`config.mk`:
```
export PLATFORM = sky130hd
export DESIGN_NAME = srs_status_readout
export DESIGN_NICKNAME = d
export VERILOG_FILES = /design/src/hdl/srs_pkg.sv /design/src/hdl/srs_cs_capture.sv /design/src/hdl/srs_status_readout.sv
export SDC_FILE = /design/constraint.sdc
export NUM_CORES = 1
export LEC_CHECK = 0
export BUFFER_PORTS_ARGS = -buffer_cell sky130_fd_sc_hd__buf_2
export CORE_MARGIN = 5
export CORE_UTILIZATION = 40
export CTS_BUF_LIST = sky130_fd_sc_hd__clkbuf_4 sky130_fd_sc_hd__clkbuf_8
export DETAILED_ROUTE_END_ITERATION = 12
export PLACE_DENSITY = 0.69
export SYNTH_ARGS = -nofsm -noshare
export SYNTH_HDL_FRONTEND = slang
export SYNTH_HIERARCHICAL = 1
export SYNTH_SLANG_ARGS = --single-unit
```
`constraint.sdc`:
```
create_clock -name clk -period 1.6 [get_ports clk]
set_input_delay 0.16 -clock clk [delete_from_list [all_inputs] [get_ports clk]]
set_output_delay 0.16 -clock clk [all_outputs]
set_load 0.02 [all_outputs]
```
`src/hdl/srs_pkg.sv`:
```
// Constants for the receiver status readout block
// Assumes a 16-bit register read port with byte-wide addresses
// Summary of operation
// [RL1] Mute status reads 1 once mute completed
// [RL2] Source status bit shows selected input pin
// [RL3] Burst flag set while burst preambles seen
// [RL4] Bit error flag shows bi-phase errors
// [RL5] Lock flag shows decoder lock state
// [RL6] Left status bits 15..0 same index
// [RL7] Left status bits 31..16 in bits 15..0
// [RL8] Left status bits 39..32 in low byte
// [RL9] Right status bits 15..0 same index
// [RL10] Right status bits 31..16 in bits 15..0
// [RL11] Right status bits 39..32 in low byte
// [RL12] Capture 40 status bits per channel
// [RL13] Select bit picks input pin, default zero
// [RL14] Merge control folds PCM detect into lock
// [RL15] Burst auto-mute enable mutes on bursts
// [RL16] Reserved bits read zero, reads harmless
// [RL17] Status sets update only on whole blocks
package srs_pkg;
	localparam int          DATA_W          = 16;
	localparam int          ADDR_W          = 8;
	localparam int          CS_BITS         = 40;
	localparam logic [7:0]  ADDR_MUTE_STAT  = 8'h18;
	localparam logic [7:0]  ADDR_RX_STAT    = 8'h59;
	localparam logic [7:0]  ADDR_LEFT_LOW   = 8'h5A;
	localparam logic [7:0]  ADDR_LEFT_MID   = 8'h5B;
	localparam logic [7:0]  ADDR_LEFT_HIGH  = 8'h5C;
	localparam logic [7:0]  ADDR_RIGHT_LOW  = 8'h5D;
	localparam logic [7:0]  ADDR_RIGHT_MID  = 8'h5E;
	localparam logic [7:0]  ADDR_RIGHT_HIGH = 8'h5F;
	localparam int          POS_MUTE        = 2;
	localparam int          POS_SOURCE      = 3;
	localparam int          POS_BURST       = 2;
	localparam int          POS_BERR        = 1;
	localparam int          POS_LOCK        = 0;
	localparam logic        RST_SELECT      = 1'b0;
	localparam logic        RST_MERGE       = 1'b1;
	localparam logic        RST_AUTOMUTE    = 1'b1;
	localparam logic [15:0] RST_REG         = 16'h0000;
	localparam int          MUTE_STEPS      = 16;
endpackage

```
`src/hdl/srs_cs_capture.sv`:
```
// One channel's status block assembler
// Assumes one status bit per frame, with a block-start marker
`timescale 1ns/1ps
`default_nettype none
module srs_cs_capture
(
	input  wire logic                        clk,
	input  wire logic                        rst_n,
	input  wire logic                        bitValid,
	input  wire logic                        bitValue,
	input  wire logic                        blockStart,
	output var  logic [srs_pkg::CS_BITS-1:0] held
);
	logic [srs_pkg::CS_BITS-1:0] shadow;
	logic [5:0]                  count;

	// ----------------------------------------
	// Store bits by index, publish on the 40th
	// ----------------------------------------
	always_ff @(posedge clk or negedge rst_n)
	begin
		if (!rst_n)
		begin
			shadow <= '0;
			count  <= 6'h00;
			held   <= '0;
		end
		else if (bitValid)
		begin
			if (blockStart)
				shadow[0] <= bitValue; // [RL12]
			else if (count < 6'(srs_pkg::CS_BITS))
				shadow[count] <= bitValue; // [RL12]
			if (blockStart)
				count <= 6'h01;
			else if (count < 6'(srs_pkg::CS_BITS))
				count <= count + 6'h01;
			if (!blockStart && count == 6'(srs_pkg::CS_BITS - 1))
				held <= {bitValue, shadow[srs_pkg::CS_BITS-2:0]}; // [RL17]
		end
	end

	AST_WHOLE_BLOCK: assert property (@(posedge clk) disable iff (!rst_n)
		(held != $past(held)) |-> $past(bitValid && !blockStart && count == 6'(srs_pkg::CS_BITS - 1))) // [RL17]
		else $error("status set changed before a full block");
endmodule
`default_nettype wire

```
`src/hdl/srs_status_readout.sv`:
```
// Receiver status readout registers and mute sequencing
// Assumes decoder flags and status bits arrive synchronous to clk
`timescale 1ns/1ps
`default_nettype none
module srs_status_readout
#(
	parameter int MUTE_STEPS = srs_pkg::MUTE_STEPS
)
(
	input  wire logic        clk,
	input  wire logic        rst_n,
	input  wire logic        inputSourceSelect,
	input  wire logic        burstAutoMuteEnable,
	input  wire logic        pcmLockMerge,
	input  wire logic        hostMuteRequest,
	input  wire logic        decoderLock,
	input  wire logic        pcmDetect,
	input  wire logic        burstSeen,
	input  wire logic        biphaseError,
	input  wire logic        leftBitValid,
	input  wire logic        rightBitValid,
	input  wire logic        chanStatusBit,
	input  wire logic        blockStart,
	input  wire logic        readStrobe,
	input  wire logic [7:0]  readAddr,
	output logic      [15:0] readData,
	output logic             readValid,
	output logic             audioMuted,
	output logic             activeInput
);
	logic [39:0] leftStatus;
	logic [39:0] rightStatus;
	logic        muteStateFlag;
	logic        burstSeenFlag;
	logic        bitErrorFlag;
	logic        receiverLockFlag;
	logic        inputSourceFlag;
	logic [7:0]  muteCount;
	logic [15:0] next_readData;

	// ----------------------------------------
	// Channel status capture
	// ----------------------------------------
	srs_cs_capture leftCapture
	(
		.clk        (clk),
		.rst_n      (rst_n),
		.bitValid   (leftBitValid),
		.bitValue   (chanStatusBit),
		.blockStart (blockStart),
		.held       (leftStatus)
	);

	srs_cs_capture rightCapture
	(
		.clk        (clk),
		.rst_n      (rst_n),
		.bitValid   (rightBitValid),
		.bitValue   (chanStatusBit),
		.blockStart (blockStart),
		.held       (rightStatus)
	);

	// ----------------------------------------
	// Receiver flags and source selection
	// ----------------------------------------
	always_ff @(posedge clk or negedge rst_n)
	begin
		if (!rst_n)
		begin
			burstSeenFlag    <= 1'b0;
			bitErrorFlag     <= 1'b0;
			receiverLockFlag <= 1'b0;
			inputSourceFlag  <= srs_pkg::RST_SELECT;
			activeInput      <= srs_pkg::RST_SELECT;
		end
		else
		begin
			burstSeenFlag    <= burstSeen; // [RL3]
			bitErrorFlag     <= biphaseError; // [RL4]
			receiverLockFlag <= decoderLock & (pcmDetect | ~pcmLockMerge); // [RL5] [RL14]
			inputSourceFlag  <= inputSourceSelect; // [RL2]
			activeInput      <= inputSourceSelect; // [RL13]
		end
	end

	// ----------------------------------------
	// Mute sequence: ramp count, then muted
	// ----------------------------------------
	always_ff @(posedge clk or negedge rst_n)
	begin
		if (!rst_n)
		begin
			muteCount     <= 8'h00;
			muteStateFlag <= 1'b0;
			audioMuted    <= 1'b0;
		end
		else if (hostMuteRequest || (burstAutoMuteEnable && burstSeenFlag)) // [RL15]
		begin
			if (muteCount < 8'(MUTE_STEPS))
				muteCount <= muteCount + 8'h01;
			muteStateFlag <= (muteCount >= 8'(MUTE_STEPS - 1)); // [RL1]
			audioMuted    <= (muteCount >= 8'(MUTE_STEPS - 1));
		end
		else
		begin
			muteCount     <= 8'h00;
			muteStateFlag <= 1'b0; // [RL1]
			audioMuted    <= 1'b0;
		end
	end

	// ----------------------------------------
	// Read decode, reserved bits zero
	// ----------------------------------------
	always_comb
	begin
		next_readData = srs_pkg::RST_REG; // [RL16]
		unique case (readAddr)
			srs_pkg::ADDR_MUTE_STAT:  next_readData[srs_pkg::POS_MUTE] = muteStateFlag; // [RL1]
			srs_pkg::ADDR_RX_STAT:
			begin
				next_readData[srs_pkg::POS_SOURCE] = inputSourceFlag; // [RL2]
				next_readData[srs_pkg::POS_BURST]  = burstSeenFlag; // [RL3]
				next_readData[srs_pkg::POS_BERR]   = bitErrorFlag; // [RL4]
				next_readData[srs_pkg::POS_LOCK]   = receiverLockFlag; // [RL5]
			end
			srs_pkg::ADDR_LEFT_LOW:   next_readData = leftStatus[15:0]; // [RL6]
			srs_pkg::ADDR_LEFT_MID:   next_readData = leftStatus[31:16]; // [RL7]
			srs_pkg::ADDR_LEFT_HIGH:  next_readData[7:0] = leftStatus[39:32]; // [RL8]
			srs_pkg::ADDR_RIGHT_LOW:  next_readData = rightStatus[15:0]; // [RL9]
			srs_pkg::ADDR_RIGHT_MID:  next_readData = rightStatus[31:16]; // [RL10]
			srs_pkg::ADDR_RIGHT_HIGH: next_readData[7:0] = rightStatus[39:32]; // [RL11]
			default:                  next_readData = srs_pkg::RST_REG;
		endcase
	end

	always_ff @(posedge clk or negedge rst_n)
	begin
		if (!rst_n)
		begin
			readData  <= srs_pkg::RST_REG;
			readValid <= 1'b0;
		end
		else
		begin
			readValid <= readStrobe;
			if (readStrobe)
				readData <= next_readData;
		end
	end

	// ----------------------------------------
	// Checks
	// ----------------------------------------
	AST_MUTE_ONLY_AFTER_RAMP: assert property (@(posedge clk) disable iff (!rst_n)
		muteStateFlag |-> $past(muteCount) >= 8'(MUTE_STEPS - 1)) // [RL1]
		else $error("mute status set before ramp finished");
	AST_SOURCE_READ: assert property (@(posedge clk) disable iff (!rst_n)
		readStrobe && readAddr == 8'h59 |=> readData[3] == $past(inputSourceFlag)) // [RL2]
		else $error("source bit read wrong");
	AST_BURST_FOLLOW: assert property (@(posedge clk) disable iff (!rst_n)
		burstSeen |=> burstSeenFlag) // [RL3]
		else $error("burst flag missed");
	AST_BERR_FOLLOW: assert property (@(posedge clk) disable iff (!rst_n)
		biphaseError != 1'b0 ##1 1'b1 |-> bitErrorFlag) // [RL4]
		else $error("bit error flag missed");
	AST_LOCK_MERGE: assert property (@(posedge clk) disable iff (!rst_n)
		decoderLock && pcmLockMerge && !pcmDetect |=> !receiverLockFlag) // [RL5]
		else $error("lock set without PCM detect");
	AST_LEFT_MID: assert property (@(posedge clk) disable iff (!rst_n)
		readStrobe && readAddr == 8'h5B |=> readData == $past(leftStatus[31:16])) // [RL7]
		else $error("left mid read wrong");
	AST_RIGHT_HIGH: assert property (@(posedge clk) disable iff (!rst_n)
		readStrobe && readAddr == 8'h5F |=> readData == {8'h00, $past(rightStatus[39:32])}) // [RL11]
		else $error("right high read wrong");
	AST_NO_BURST_MUTE: assert property (@(posedge clk) disable iff (!rst_n)
		!hostMuteRequest && !burstAutoMuteEnable |=> !muteStateFlag) // [RL15]
		else $error("muted with auto-mute off");
	AST_RESERVED_ZERO: assert property (@(posedge clk) disable iff (!rst_n)
		readStrobe && readAddr == 8'h59 |=> readData[15:4] == 12'h000) // [RL16]
		else $error("reserved bits nonzero");
	AST_LEFT_LOW: assert property (@(posedge clk) disable iff (!rst_n) // [RL6]
		readStrobe && readAddr == srs_pkg::ADDR_LEFT_LOW |=> readData == $past(leftStatus[15:0]))
		else $error("left low read wrong");
	AST_LEFT_HIGH: assert property (@(posedge clk) disable iff (!rst_n) // [RL8]
		readStrobe && readAddr == srs_pkg::ADDR_LEFT_HIGH |=> readData == {8'h00, $past(leftStatus[39:32])})
		else $error("left high read wrong");
	AST_RIGHT_LOW: assert property (@(posedge clk) disable iff (!rst_n) // [RL9]
		readStrobe && readAddr == srs_pkg::ADDR_RIGHT_LOW |=> readData == $past(rightStatus[15:0]))
		else $error("right low read wrong");
	AST_RIGHT_MID: assert property (@(posedge clk) disable iff (!rst_n) // [RL10]
		readStrobe && readAddr == srs_pkg::ADDR_RIGHT_MID |=> readData == $past(rightStatus[31:16]))
		else $error("right mid read wrong");
	AST_SOURCE_FOLLOW: assert property (@(posedge clk) disable iff (!rst_n) // [RL13]
		1'b1 |=> activeInput == $past(inputSourceSelect))
		else $error("active input does not follow select");
	AST_LOCK_NO_MERGE: assert property (@(posedge clk) disable iff (!rst_n) // [RL14]
		!pcmLockMerge |=> receiverLockFlag == $past(decoderLock))
		else $error("lock flag wrong with merge off");
	AST_MUTE_RESERVED: assert property (@(posedge clk) disable iff (!rst_n) // [RL16]
		readStrobe && readAddr == srs_pkg::ADDR_MUTE_STAT |=> readData[15:3] == 13'h0000 && readData[1:0] == 2'h0)
		else $error("mute register reserved bits nonzero");
	AST_UNMAPPED_ZERO: assert property (@(posedge clk) disable iff (!rst_n) // [RL16]
		readStrobe && readAddr < srs_pkg::ADDR_MUTE_STAT |=> readData == 16'h0000)
		else $error("unmapped address read nonzero");
	AST_MUTE_HOLD: assert property (@(posedge clk) disable iff (!rst_n) // [RL1]
		muteStateFlag && (hostMuteRequest || (burstAutoMuteEnable && burstSeenFlag)) |=> muteStateFlag)
		else $error("mute status dropped while cause held");
	AST_MUTE_DROP: assert property (@(posedge clk) disable iff (!rst_n) // [RL1]
		!hostMuteRequest && !(burstAutoMuteEnable && burstSeenFlag) |=> !muteStateFlag && !audioMuted)
		else $error("mute held without a cause");
	AST_BURST_CLEAR: assert property (@(posedge clk) disable iff (!rst_n) // [RL3]
		!burstSeen |=> !burstSeenFlag)
		else $error("burst flag set without bursts");
	AST_BERR_CLEAR: assert property (@(posedge clk) disable iff (!rst_n) // [RL4]
		!biphaseError |=> !bitErrorFlag)
		else $error("bit error flag set without errors");
	AST_LOCK_OUT: assert property (@(posedge clk) disable iff (!rst_n) // [RL5]
		!decoderLock |=> !receiverLockFlag)
		else $error("lock flag set while out of lock");
endmodule
`default_nettype wire

```
==> qor.txt <==
Die Y: 163 um
CP Capture Type: flop
Remaining DRCs: 0
setup slack after layout: -0.0260 ns
syn avg cell area: 12.8 um2
syn_nets: 759
layout cells sized above 1: 0.423
pwr/cell area: 968 nW/um2
total number of vias: 6281
area grow syn2layout: 21.0%
worst min path class: input port to flop
CTS Buffer Depth: 2
fin crit share: 1.02
violated checks: setup timing
GRT overflow: 0
RSZ-0062 raised after global routing: yes
Rel. slew slack: 0.480
status: finished with violations
Reg power frac: 0.536
Num CTS Buffers: 17
global-route wire length before repair: 33700 um
max incr delay on CP: 0.41 ns
worst-margin pin slew: 0.780 ns
Synth Area in Adders: 0.00401
Worst-Skew Late Latency: 0.47 ns
VDD IR max: 0.575 mV
top-count cell post-synth: dfrtp_1
synth warn: 6
WL final: 21300 um
f_max: 615 MHz
Synth Area in Compound Gates: 0.0694
DIE AREA: 26600 um2
antenna diode instance count: 0
I/O Buffers: 41
Synth area leaders: dfrtp_1 53%, mux2_2 17%, nand2_1 2.7%
nets@finish: 859
CP Class: flop to flop
Final Hold Vio Count: 0
Combinational Power Share: 0.175
clk sink count: 200
Setup Total Neg Slack: -0.544 ns
min Tclk post-route: 1.63 ns
non-filler cells in the finished layout: 1163
# Max-Cap Violations: 0
Synth Cell Area: 9360 um2
vias in the first global route: 6259
Routed wire per std cell: 18.3 um
Crit path required time: 1.95 ns
vias per cell: 5.40
chip width: 163 um
CTS clk-pin slew, worst paths: 0.10 ns
antenna-violating nets left: 0
CP max FO: 6
area share of and/or/nand/nor cells after synthesis: 0.129
gpl congestion: 0.847
minimum hold slack: 0.0896 ns
ys flop type: dfrtp_1
Post-Place Cells: 1115
Post-Synthesis Cells: 733
synth cell count leaders: 200 x dfrtp_1, 142 x mux2_2, 67 x nand2_1, 30 x nand3_1, 25 x clkbuf_1
DPL Wire Length: 14200 um
Net Switching: 3.07 mW
CP arrival: 1.98 ns
First DRT Iteration DRCs: 394
fin. max-slew vios: 0
area leader, netlist: dfrtp_1
Placement Rows: 56
First-pass DRT Iterations: 4
register area share after synthesis: 0.535
Worst Skew: 0.0108 ns
largest net degree at the start of global routing: 81
crit-path cells: ha_2 > and3b_1 > nand4_1 > buf_6 > clkbuf_16 > mux2_4
Initial Util: 0.402
Leakage: 5.40 nW
final setup fails: 42
initial antenna violation count: 0
CTS tree: built
P_int: 7.90 mW
H-Tree Depth: 4
number of fill cells: 2043
Net Sw Frac: 0.280
Synth Register Bits: 200
All-Layer GR Usage: 0.161
Ports: 42
Yosys cell types: 64
number of synthesized flops with an enable pin: 0
Worst path slowest cell: dfrtp_1
core area: 23300 um2
crit start category: flop
share of power burned in the clock network: 0.289
largest family of logic cells by synthesized area: multiplexers
post-synth top area share: 0.535
Root Buffer: clkbuf_8
multiplexer share of the synthesized area: 0.220
Synth Area in XOR/XNOR: 0.00561
ys async rst share: 1.00
[routing by layer]
metal | wire length (um) | vias to the layer above | part of all wire | global-route usage
met4 | 266 | 0 | 0.012 | 0.0450
met2 | 10000 | 154 | 0.47 | 0.252
li1 | - | 2893 | - | -
met1 | 9900 | 3217 | 0.46 | 0.226
met5 | 0 | - | 0 | 0
met3 | 1130 | 17 | 0.053 | 0.0352
[worst max-delay path, delay by kind of cell (launching register included)]
kind / cells / cell delay (ns)
adders and majority gates: 1 / 0.19
muxes: 1 / 0.30
buffers and inverters: 2 / 0.37
and+or+nand+nor: 2 / 0.24
DFF: 1 / 0.41
[power by group through the flow]
stage	logic, mW	clock network, mW	registers (mW)
after floorplan	1.12	0	5.87
after global placement	1.75	0	5.94
after detailed placement	1.79	0	5.96
after CTS	1.82	3.26	5.86
after global routing	2.12	3.45	5.94
final	1.92	3.17	5.87
[cell type report]
class / count / area (um2) / area share
well taps: 319 / 399 / 0.0352
clock inverters: 13 / 146 / 0.0129
inverters: 9 / 33.8 / 0.00298
clock buffers: 17 / 234 / 0.0207
multi-input cells: 465 / 4310 / 0.380
repair buffers: 140 / 1200 / 0.106
flip-flops and latches: 200 / 5010 / 0.442
[registers in the layout, indices dropped and copies added (netlist names)]
name and count:
rightCapture/shadow 39, rightCapture/held 40, burstSeenFlag 1, receiverLockFlag 1, readValid 1, readData 16
bitErrorFlag 1, rightCapture/count 6, inputSourceFlag 1, leftCapture/count 6, muteCount 8, leftCapture/shadow 39
leftCapture/held 40, muteStateFlag 1
[through the flow]
step           worst slack [ns]  power, mW   util  cell area (um2)
6_report                -0.0260       11.0  0.487            11300
5_1_grt                 -0.0933       11.5  0.487            11300
4_1_cts                 -0.0330       10.9  0.472            11000
3_5_place_dp            -0.0530       7.74  0.446            10400
3_3_place_gp            -0.0225       7.69  0.446            10400
2_1_floorplan            0.0119       6.99      -             9360
[layout by cell type (no fill, tap or decap), drive strengths merged, types with 12 or more instances in the layout]
master / synthesis / layout
nor2b: 13 / 13
nand4: 12 / 12
clkbuf: 26 / 21
nand2: 67 / 67
inv: 9 / 13
nor2: 17 / 17
mux2: 161 / 161
nand3: 30 / 30
buf: 33 / 128
dfrtp: 200 / 200
[worst paths after layout]
check / start / end / slack (ns) / depth (start not counted)
setup reg to reg: leftCapture/count[0]$_DFFE_PN0P_ / leftCapture/held[39]$_DFFE_PN0P_ / -0.03 / 6
hold / removal: hostMuteRequest / muteCount[1]$_DFFE_PN0P_ / 0.09 / 4
setup / recovery: leftCapture/count[0]$_DFFE_PN0P_ / leftCapture/held[39]$_DFFE_PN0P_ / -0.03 / 6
hold reg to reg: readData[0]$_DFFE_PN0P_ / readData[0]$_DFFE_PN0P_ / 0.50 / 1
max in group asynchronous: rst_n / rightCapture/shadow[13]$_DFFE_PN0P_ / 0.72 / 3
min in group asynchronous: rst_n / rightCapture/held[15]$_DFFE_PN0P_ / 0.21 / 2
[logic make-up after synthesis]
group	Yosys count
flip-flops	200
AND/OR/NAND/NOR	199
multiplexers	175
AO/OA/AOI/OAI	82
buffers and inverters	68
XOR/XNOR	6
adder cells (fa/ha/maj)	3
[what timing repair did]
item | 4_1_cts | 5_1_grt
pin swaps | 1 | 2
buffers inserted | 3 | 2
hold buffers | 7 | 0
gates resized for setup | 18 | 58
hold endpoints to repair | 53 | 0
cloned | 2 | 4
endpoints found under the setup margin | 56 | 122
(Power assumes the default switching activity.)
